**config.mk**
```make
export PLATFORM = sky130hd
export DESIGN_NAME = operand_address_generator
export DESIGN_NICKNAME = d
export VERILOG_FILES = /design/src/hw/oag_pkg.sv /design/src/hw/oag_bank_mem.sv /design/src/hw/operand_address_generator.sv
export VERILOG_INCLUDE_DIRS = /design/src /design/src/hw
export SDC_FILE = /design/constraint.sdc
export NUM_CORES = 1
export LEC_CHECK = 0
export ABC_AREA = 1
export BUFFER_PORTS_ARGS = -buffer_cell sky130_fd_sc_hd__buf_2
export CAP_MARGIN = 15
export CORE_MARGIN = 5
export CORE_UTILIZATION = 40
export CTS_CLUSTER_SIZE = 30
export DETAILED_ROUTE_END_ITERATION = 8
export SETUP_SLACK_MARGIN = 0.5
export SLEW_MARGIN = 20
export SYNTH_ARGS = -nofsm -noshare
export SYNTH_HDL_FRONTEND = slang
export SYNTH_HIERARCHICAL = 1
export SYNTH_SLANG_ARGS = --single-unit
export TNS_END_PERCENT = 30
```
**constraint.sdc**
```tcl
create_clock -name clk -period 3.4 [get_ports clk]
set_clock_uncertainty 0.1 [all_clocks]
set_input_delay 0.51 -clock clk [delete_from_list [all_inputs] [get_ports clk]]
set_output_delay 0.51 -clock clk [all_outputs]
set_load 0.01 [all_outputs]
```
**src/hw/oag_params.svh**
```systemverilog
`ifndef OAG_PARAMS_SVH
`define OAG_PARAMS_SVH

// Opcodes
`define OAG_OPC_LD_SEC     8'h85
`define OAG_OPC_LD_BDISP   8'hAE
`define OAG_OPC_LD_BIDX_B  8'hAB
`define OAG_OPC_PUSH_SEC   8'hB5
`define OAG_OPC_LD_BASE    8'h87
`define OAG_OPC_LD_BIDX_C  8'hAA

// Register positions within one bank
`define OAG_IDX_C 3'h2
`define OAG_IDX_B 3'h3
`define OAG_IDX_E 3'h4
`define OAG_IDX_D 3'h5
`define OAG_IDX_L 3'h6
`define OAG_IDX_H 3'h7

// Internal high-speed RAM window
`define OAG_HSRAM_LO 16'hFE20
`define OAG_HSRAM_HI 16'hFEFF

// Reset values
`define OAG_ADDR_RST 16'h0000
`define OAG_BYTE_RST 8'h00

`endif

```
**src/hw/oag_pkg.sv**
```systemverilog
package oag_pkg;

  typedef enum logic [2:0] {
    OAG_IDLE = 3'b001,
    OAG_DISP = 3'b010,
    OAG_CALC = 3'b100
  } oag_state_e;

  typedef enum logic [2:0] {
    OAG_K_NONE   = 3'h0,
    OAG_K_RI_SEC = 3'h1,
    OAG_K_RI_BSE = 3'h2,
    OAG_K_BASED  = 3'h3,
    OAG_K_BIDX_B = 3'h4,
    OAG_K_BIDX_C = 3'h5,
    OAG_K_STACK  = 3'h6
  } oag_kind_e;

endpackage

```
**src/hw/oag_bank_mem.sv**
```systemverilog
`timescale 1ns/1ps

module oag_bank_mem
  import oag_pkg::*;
#(
  parameter int DATA_W = 8,
  parameter int BANKS  = 4,
  parameter int REGS   = 8
) (
  input  wire logic                         clk,
  input  wire logic                         wrEn,
  input  wire logic [$clog2(BANKS)-1:0]     wrBank,
  input  wire logic [$clog2(REGS)-1:0]      wrIdx,
  input  wire logic [DATA_W-1:0]            wrData,
  input  wire logic [$clog2(BANKS)-1:0]     rdBank,
  output logic      [REGS*DATA_W-1:0]       rdRegs
);

  localparam int IDX_W = $clog2(REGS);

  logic [DATA_W-1:0] mem [BANKS*REGS];

  always_ff @(posedge clk) begin
    if (wrEn) begin
      mem[{wrBank, wrIdx}] <= wrData;
    end
  end

  // Whole selected bank, registered
  for (genvar gi = 0; gi < REGS; gi++) begin : g_rd
    always_ff @(posedge clk) begin
      rdRegs[gi*DATA_W +: DATA_W] <= mem[{rdBank, IDX_W'(gi)}];
    end
  end

endmodule // oag_bank_mem

```
**src/hw/operand_address_generator.sv**
```systemverilog
`timescale 1ns/1ps
`include "oag_params.svh"

// Operation
// - Register-indirect operands use the whole secondary pointer or base pair of the bank.
// - Opcode 85h loads the accumulator from memory addressed by the secondary pointer pair.
// - Based mode adds the 8-bit displacement to the base pair and may reach any address.
// - The displacement is zero-extended to 16 bits and the carry out of bit 15 is dropped.
// - The base pair for based mode comes from the bank the two select flags choose.
// - Opcode AEh with a displacement byte loads the accumulator from the base pair plus it.
// - Based-indexed mode adds zero-extended B or C to the base pair, dropping the carry out.
// - In based-indexed mode the base pair, B and C all come from the selected bank.
// - Opcode ABh loads the accumulator from the base pair plus B.
// - Push, pop, call, return and interrupt save address memory through the stack pointer.
// - Stack addressing outside the internal high-speed RAM window raises stackFault and drops addrValid, but a push still raises pushPair.
// - Opcode B5h pushes the secondary pointer pair onto the stack.
module operand_address_generator
  import oag_pkg::*;
#(
  parameter int          BANKS    = 4,
  parameter int          REGS     = 8,
  parameter logic [15:0] RAM_LO   = `OAG_HSRAM_LO,
  parameter logic [15:0] RAM_HI   = `OAG_HSRAM_HI
) (
  input  wire logic        clk,
  input  wire logic        srst,
  input  wire logic        bankSelectBit0,
  input  wire logic        bankSelectBit1,
  input  wire logic        instrValid,
  input  wire logic [7:0]  instrByte,
  input  wire logic        stackReq,
  input  wire logic        stackPush,
  input  wire logic [15:0] stackPtr,
  input  wire logic        regWrEn,
  input  wire logic [2:0]  regWrIdx,
  input  wire logic [7:0]  regWrData,
  output logic             instrReady,
  output logic             addrValid,
  output logic [15:0]      opAddr,
  output logic [2:0]       addrKind,
  output logic             accLoad,
  output logic             pushPair,
  output logic [15:0]      pushData,
  output logic             stackFault,
  output logic             badOpcode
);

  logic [1:0]      bankSel;
  logic [REGS*8-1:0] bankRegs;
  oag_state_e      state_ff;
  oag_state_e      nxt_state;
  oag_kind_e       kind_ff;
  oag_kind_e       nxt_kind;
  logic [7:0]      disp_ff;
  logic            stkPush_ff;
  logic [15:0]     stkPtr_ff;
  logic [7:0]      regH;
  logic [7:0]      regL;
  logic [7:0]      regD;
  logic [7:0]      regE;
  logic [7:0]      regB;
  logic [7:0]      regC;
  logic [15:0]     basePair;
  logic [15:0]     secondaryPointerPair;
  logic [15:0]     nxt_addr;
  logic [15:0]     stkAddr;
  logic            stkOk;
  logic            takeOp;
  logic            isKnown;

  assign bankSel = {bankSelectBit1, bankSelectBit0};

  oag_bank_mem #(
    .DATA_W (8),
    .BANKS  (BANKS),
    .REGS   (REGS)
  ) u_bank (
    .clk    (clk),
    .wrEn   (regWrEn),
    .wrBank (bankSel),
    .wrIdx  (regWrIdx),
    .wrData (regWrData),
    .rdBank (bankSel),
    .rdRegs (bankRegs)
  );

  // Register fields of the selected bank
  assign regH   = bankRegs[`OAG_IDX_H*8 +: 8];
  assign regL   = bankRegs[`OAG_IDX_L*8 +: 8];
  assign regD   = bankRegs[`OAG_IDX_D*8 +: 8];
  assign regE   = bankRegs[`OAG_IDX_E*8 +: 8];
  assign regB   = bankRegs[`OAG_IDX_B*8 +: 8];
  assign regC   = bankRegs[`OAG_IDX_C*8 +: 8];
  assign basePair             = {regH, regL};
  assign secondaryPointerPair = {regD, regE};

  // Opcode decode
  always_comb begin
    isKnown  = 1'b1;
    nxt_kind = OAG_K_NONE;
    case (instrByte)
      `OAG_OPC_LD_SEC:     nxt_kind = OAG_K_RI_SEC;
      `OAG_OPC_LD_BASE:    nxt_kind = OAG_K_RI_BSE;
      `OAG_OPC_LD_BDISP:   nxt_kind = OAG_K_BASED;
      `OAG_OPC_LD_BIDX_B:  nxt_kind = OAG_K_BIDX_B;
      `OAG_OPC_LD_BIDX_C:  nxt_kind = OAG_K_BIDX_C;
      `OAG_OPC_PUSH_SEC:   nxt_kind = OAG_K_STACK;
      default:             isKnown  = 1'b0;
    endcase
  end

  assign takeOp = (state_ff == OAG_IDLE) && instrValid && isKnown;

  always_comb begin
    nxt_state = state_ff;
    case (state_ff)
      OAG_IDLE: begin
        if (takeOp && nxt_kind == OAG_K_BASED) begin
          nxt_state = OAG_DISP;
        end else if (takeOp || stackReq) begin
          nxt_state = OAG_CALC;
        end
      end
      OAG_DISP: begin
        if (instrValid) begin
          nxt_state = OAG_CALC;
        end
      end
      OAG_CALC: nxt_state = OAG_IDLE;
      default:  nxt_state = OAG_IDLE;
    endcase
  end

  always_ff @(posedge clk) begin
    if (srst) begin
      state_ff <= OAG_IDLE;
    end else begin
      state_ff <= nxt_state;
    end
  end

  // Captured operation
  always_ff @(posedge clk) begin
    if (srst) begin
      kind_ff    <= OAG_K_NONE;
      stkPush_ff <= 1'b0;
      stkPtr_ff  <= `OAG_ADDR_RST;
    end else if (state_ff == OAG_IDLE) begin
      if (takeOp) begin
        kind_ff    <= nxt_kind;
        stkPush_ff <= (nxt_kind == OAG_K_STACK);
        stkPtr_ff  <= stackPtr;
      end else if (stackReq) begin
        kind_ff    <= OAG_K_STACK;
        stkPush_ff <= stackPush;
        stkPtr_ff  <= stackPtr;
      end
    end
  end

  always_ff @(posedge clk) begin
    if (srst) begin
      disp_ff <= `OAG_BYTE_RST;
    end else if (state_ff == OAG_DISP && instrValid) begin
      disp_ff <= instrByte;
    end
  end

  // Push writes below the pointer, pop reads at it
  assign stkAddr = stkPush_ff ? 16'(stkPtr_ff - 16'h0001) : stkPtr_ff;
  assign stkOk   = (stkAddr >= RAM_LO) && (stkAddr <= RAM_HI);

  always_comb begin
    nxt_addr = `OAG_ADDR_RST;
    case (kind_ff)
      OAG_K_RI_SEC: nxt_addr = secondaryPointerPair;
      OAG_K_RI_BSE: nxt_addr = basePair;
      OAG_K_BASED:  nxt_addr = 16'(basePair + {8'h00, disp_ff});
      OAG_K_BIDX_B: nxt_addr = 16'(basePair + {8'h00, regB});
      OAG_K_BIDX_C: nxt_addr = 16'(basePair + {8'h00, regC});
      OAG_K_STACK:  nxt_addr = stkAddr;
      default:      nxt_addr = `OAG_ADDR_RST;
    endcase
  end

  // Address result
  always_ff @(posedge clk) begin
    if (srst) begin
      addrValid  <= 1'b0;
      opAddr     <= `OAG_ADDR_RST;
      addrKind   <= OAG_K_NONE;
      accLoad    <= 1'b0;
      pushPair   <= 1'b0;
      pushData   <= `OAG_ADDR_RST;
      stackFault <= 1'b0;
    end else if (state_ff == OAG_CALC) begin
      addrValid  <= (kind_ff != OAG_K_STACK) || stkOk;
      opAddr     <= nxt_addr;
      addrKind   <= kind_ff;
      accLoad    <= (kind_ff != OAG_K_STACK);
      pushPair   <= (kind_ff == OAG_K_STACK) && stkPush_ff;
      pushData   <= secondaryPointerPair;
      stackFault <= (kind_ff == OAG_K_STACK) && !stkOk;
    end else begin
      addrValid  <= 1'b0;
      pushPair   <= 1'b0;
      stackFault <= 1'b0;
    end
  end

  // Handshake and decode error
  always_ff @(posedge clk) begin
    if (srst) begin
      instrReady <= 1'b0;
      badOpcode  <= 1'b0;
    end else begin
      instrReady <= (nxt_state != OAG_CALC);
      badOpcode  <= (state_ff == OAG_IDLE) && instrValid && !isKnown;
    end
  end

endmodule // operand_address_generator

```
==> results.toml, run 1 <==
[drt]
initialDrtViolationCount = 643
antenna_left = 0
via_per_inst = 4.752
wirelength_um = 34180
wl_per_cell_um = 16.14
drt-pass1-iter-count = 5
dr_total_vias = 10070
route.detailed.drc = 0

[grt]
grt_pass1_wl_um = 53900
antenna_found_initial = 5
grt_overflow_total = 0
grt_usage = 0.1781
grt_max_degree = 77
grt_pass1_vias = 9874

[critical_path]
worst-r2r-cell-count = 17
r2r_end = "opAddr[6]"
arrival_ps = 3030
crit_family = "simple AND/OR/NAND/NOR gates"
endpoint = "opAddr[6]"
worst_setup_path_start_kind = "flop"
worstSetupEndpointType = "flop"
crit_type = "flop to flop"
cp_max_fo = 9
critPathSlowestCell = "ha_1"
worstReg2RegStart = "kind_ff[2]"
crit_buf_inv = 4
cp_num_cells = 17
crit_path_start = "kind_ff[2]"
cpPeakStageDelay_ps = 340
required_ps = 3670
path_cells = "inv_2, nor2_4, inv_4, nor2_4, buf_4, a221oi_1, nor2_1, ha_1, nand2_1, inv_1, a21oi_1, nand2_2, or2_2, nand3_1, nand3b_1, nand2_1, a21oi_1"
timing.reg2reg.setup_slack_ps = 650

[timing]
fin_crit_ps = 2753
grt_setup_unrepaired = "yes"
clock.fmax_ghz = 0.3633
worst_pin_slew_ps = 969.4
hold_viol = 0
slew_headroom = 0.3497
slew_viol_final = 0
tns_ps = 0
timing.final.crit_share = 0.8096
setup_violations = 0

[final_layout]
syn_to_final_growth_pct = 16.39
fin_cells = 2118
final_nets = 1700
postLayoutCoreUtil = 0.4711
diodes = 0
drive_above_1_share = 0.1174
final_area_um2 = 15800

[place]
placed_area_um2 = 14480
dp_cells = 2052
numPortBuffers = 83
place_congestion = 0.8645
hpwl_um = 23230

[cts]
insertion_delay_ps = 510
cts.clk_slew.worst_paths_ps = 60
cts_buffers = 35
clock_path_buffers = 3
hold_buffers = 0
ctsHtreeMaxLevel = 2
clock_sinks = 312
cts_tree = "yes"
cts-root-buf = "clkbuf_16"

[die]
rows = 67
start_util = 0.4047
core_um2 = 33530
dieArea_um2 = 37710
die_y_um = 194.2
die_w_um = 194.2
pin_count = 84

[power_and_ir_drop]
irDropWorstVdd_uv = 295.9
power_w = 0.009080
power_density_nw_per_um2 = 574.8
p_leak_nw = 7.273

[run_status]
status = "finished, final reports clean"

[logic_synthesis]
yosys_warnings = 6
syn_nets = 1606
netlist_area_um2 = 13570
syn_avg_cell_area_um2 = 8.750
syn_inst = 1551

[worst_hold_path]
hp-start = "instrByte[7]"
hp-class = "input pin to flop"

[flow_run]
maxCapViolCount = 0
[worst reg2reg max path, cell delays in order, from the launching register on]
cell and delay, ps:
dfxtp_1 310, inv_2 110, nor2_4 50, inv_4 120
nor2_4 70, buf_4 160, a221oi_1 260, nor2_1 90
ha_1 340, nand2_1 110, inv_1 60, a21oi_1 170
nand2_2 110, or2_2 290, nand3_1 70, nand3b_1 80
nand2_1 60, a21oi_1 60
[placed cells by master (no fill, tap or decap), types with 10 or more instances in the layout]
cell / instances
nand2_1: 428
inv_1: 268
edfxtp_1: 192
nor2_1: 153
nand3_1: 150
dfxtp_1: 119
buf_2: 83
o21ai_0: 46
a21oi_1: 43
clkbuf_16: 35
buf_4: 29
nand3b_1: 18
ha_1: 10
[routing by layer]
| metal | global-route usage | part of all wire | up-vias |
|---|---|---|---|
| met3 | 0.03162 | 0.049 | 53 |
| met5 | 0 | 0 | - |
| met4 | 0.04818 | 0.027 | 0 |
| met2 | 0.2984 | 0.47 | 239 |
| met1 | 0.2400 | 0.46 | 4677 |
| li1 | - | - | 5096 |
[state kept, by name, summed over array words and instances (netlist names)]
signal         flops
pushPair           1
u_bank/rdRegs     48
opAddr            16
addrKind           3
accLoad            1
state_ff           3
addrValid          1
stackFault         1
pushData          16
kind_ff            3
stkPush_ff         1
stkPtr_ff         16
instrReady         1
u_bank/mem       192
disp_ff            8
badOpcode          1
[where the power goes]
part | leakage [nW] | switching (W) | total [W] | internal, W
Sequential | 2.72 | 0.0000878 | 0.00423 | 0.00414
Clock | 0.593 | 0.00148 | 0.00396 | 0.00248
Combinational | 3.96 | 0.000610 | 0.000887 | 0.000278
Total | 7.27 | 0.00218 | 0.00908 | 0.00690
[worst min-delay path by stage]
stage / depth (start not counted) / endpoint / slack (ps)
4_1_cts: 3 / disp_ff[7] / 140
3_3_place_gp: 2 / opAddr[0] / 350
2_1_floorplan: 2 / pushData[0] / 360
3_5_place_dp: 2 / opAddr[15] / 350
6_report: 3 / disp_ff[7] / 150
5_1_grt: 3 / disp_ff[7] / 180
[through the flow]
stage / setup slack (ps) / hold WS (ps)
after floorplan: 552.6 / 355.4
after global placement: 446.9 / 351.4
after detailed placement: 373.2 / 353.2
after CTS: 590.2 / 143.0
after global routing: 450.9 / 177.2
final: 647.2 / 150.7
[repair_timing]
action                     CTS  global route
pin swaps                    0             3
setup endpoints to repair    6            12
setup buffers                0             4
gates resized for setup      4            13
[cell type report]
class	instances	area [µm²]
fillers	3237	17740
flip-flops and latches	312	8169
multi-input cells	906	4136
inverters	276	1041
clock buffers	44	929.6
repair buffers	114	673.1
well taps	448	560.5
clock inverters	18	286.5
Power figures use the tool's default switching activity.
==> run 2: changes to the inputs <==
==> constraint.sdc (replaced) <==
create_clock -name clk -period 2.64 [get_ports clk]
set_clock_uncertainty 0.1 [all_clocks]
set_input_delay 0.396 -clock clk [delete_from_list [all_inputs] [get_ports clk]]
set_output_delay 0.396 -clock clk [all_outputs]
set_load 0.01 [all_outputs]
==> run 2 against run 1 <==
  * The run now ends with setup timing left
  * Final cell count is 0.99% higher
  * Critical endpoint unchanged
  * Clock power is 16% higher
  * Count of clock-buffer cells in the layout is 4 higher
  * Global-route usage is 0.37 points lower
  * Worst hold slack worse by 99 ps
  * Non-clock buffer count is 21 higher
  * Flip-flop and latch count stayed put
  * First-iteration DRC count is 19% higher
  * Via count is 2.0% higher
  * Sequential share of layout area is 0.21 points lower
  * Die area stayed put
  * Fmax is 2.8% higher
==> results.toml, run 2 (synthesis gave the netlist of run 1 again) <==
[cts]
cts-root-buf = "clkbuf_16"
cts.clk_slew.worst_paths_ps = 60
clock_sinks = 312
cts_tree = "yes"
ctsHtreeMaxLevel = 2
cts_buffers = 34
hold_buffers = 0
clock_path_buffers = 3
insertion_delay_ps = 500

[drt]
wl_per_cell_um = 15.77
antenna_left = 0
drt-pass1-iter-count = 5
wirelength_um = 33740
route.detailed.drc = 0
dr_total_vias = 10270
via_per_inst = 4.800
initialDrtViolationCount = 766

[die]
die_w_um = 194.2
rows = 67
start_util = 0.4047
dieArea_um2 = 37710
core_um2 = 33530
die_y_um = 194.2
pin_count = 84

[critical_path]
cp_max_fo = 8
r2r_end = "opAddr[6]"
cpPeakStageDelay_ps = 350
endpoint = "opAddr[6]"
path_cells = "inv_4, nor2_4, inv_4, nor2_4, a221oi_2, nor2_1, ha_1, nand2_2, nand2_1, a21oi_2, nand2_2, or2_2, nand3_1, nand3b_1, nand2_1, a21oi_1"
worstSetupEndpointType = "flop"
worst-r2r-cell-count = 16
timing.reg2reg.setup_slack_ps = -40
worstReg2RegStart = "kind_ff[2]"
crit_path_start = "kind_ff[2]"
critPathSlowestCell = "dfxtp_2"
arrival_ps = 2950
crit_type = "flop to flop"
required_ps = 2910
worst_setup_path_start_kind = "flop"

[final_layout]
postLayoutCoreUtil = 0.4731
fin_cells = 2139
final_nets = 1720
diodes = 0
final_common_cell = "nand2_1"
largest-register = "u_bank/mem"
drive_above_1_share = 0.1390
multi_input_area_um2 = 4198
final_cell_mix = "416 x nand2_1, 267 x inv_1, 192 x edfxtp_1"
syn_to_final_growth_pct = 16.90
nFillCells = 3212
reg_top3 = "u_bank/mem x192, u_bank/rdRegs x48"
largest_reg_flops = 192
regArea_um2 = 8172

[timing]
setup_ws_ps = -36.87
clock.fmax_ghz = 0.3736
setup_violations = 1
slew_headroom = 0.4191
holdWs_ps = 51.71
fin_crit_ps = 2677
worst_pin_slew_ps = 870.4
timing.final.crit_share = 1.014
slew_viol_final = 0
grt_setup_unrepaired = "yes"
hold_viol = 0

[run_status]
violations = "setup timing"
status = "complete, but fails checks"

[worst_hold_path]
hp-class = "input pin to flop"
holdPathStages = 3

[power_and_ir_drop]
power_density_nw_per_um2 = 708.7
p_leak_nw = 7.322
irDropWorstVdd_uv = 365.4

[place]
dp_cells = 2062
place_congestion = 0.8823
dp_worst_setup_slack_ps = 28.75
numPortBuffers = 83
hpwl_um = 22450

[grt]
grt_pass1_wl_um = 53100
grt_overflow_total = 0
grt_usage = 0.1745
grt_pass1_vias = 9807
antenna_found_initial = 3
grt_max_degree = 51

[flow_run]
maxCapViolCount = 0
-- run 2: cell types whose count changed in the layout (fill, tap and decap cells not counted), moves of 3 or more --
cell,before,now
a221oi_1,5,1
nand2_1,428,416
a21oi_1,43,40
nand2_2,3,15
a221oi_2,2,6
clkbuf_1,7,11
a21oi_2,1,4
bufinv_16,7,2
buf_4,29,51
-- run 2: timing repair --
action	4_1_cts	5_1_grt
pin swaps	29	12
buffers inserted	13	2
setup endpoints to repair	15	17
resized for setup	17	11
-- run 2: per-layer routing --
layer / part of all wire / routed length, µm / global-route usage / vias to the layer above
met2: 0.46 / 15620 / 0.2853 / 248
met4: 0.029 / 990 / 0.05182 / 4
met5: 0.00062 / 21 / 0 / -
met3: 0.045 / 1528 / 0.02798 / 70
li1: - / - / - / 5139
met1: 0.46 / 15580 / 0.2412 / 4806
-- run 2: area by class of cell --
| cell class | count | area share |
|---|---|---|
| well taps | 448 | 0.03533 |
| repair buffers | 135 | 0.05103 |
| clock inverters | 14 | 0.007256 |
| multi-input cells | 906 | 0.2646 |
| clock buffers | 48 | 0.06096 |
| flip-flops and latches | 312 | 0.5151 |
| inverters | 276 | 0.06577 |
-- run 2: worst min path at each step --
| stage | from | endpoint | slack [ps] |
|---|---|---|---|
| after detailed placement | opAddr[3] | opAddr[3] | 350 |
| after global placement | opAddr[1] | opAddr[1] | 350 |
| after CTS | instrByte[7] | disp_ff[7] | 50 |
| final | instrByte[7] | disp_ff[7] | 50 |
| after global routing | instrByte[2] | disp_ff[2] | 70 |
| after floorplan | u_bank/rdRegs[32] | pushData[0] | 360 |
-- run 2: worst max-delay path, delay by kind of cell, from the launching register on --
family                     cells  cell delay, ps
AOI/OAI and AO/OA              3             370
adders and majority gates      1             300
buffers and inverters          2             110
DFF                            1             350
and+or+nand+nor               10            1320
-- run 2: metrics by stage --
step	instance area, µm²	total power (W)	setup TNS (ps)
after floorplan	13620	0.006267	0
after global placement	14580	0.006643	0
after detailed placement	14580	0.006666	0
after CTS	15820	0.01133	0
after global routing	15870	0.01172	-1453
final	15870	0.01124	-36.87
-- run 2: power breakdown --
part / total, W / leakage [nW] / internal, W / switching, W
Sequential: 0.00546 / 2.72 / 0.00534 / 0.000123
Combinational: 0.00120 / 4.07 / 0.000401 / 0.000798
Clock: 0.00459 / 0.526 / 0.00275 / 0.00183
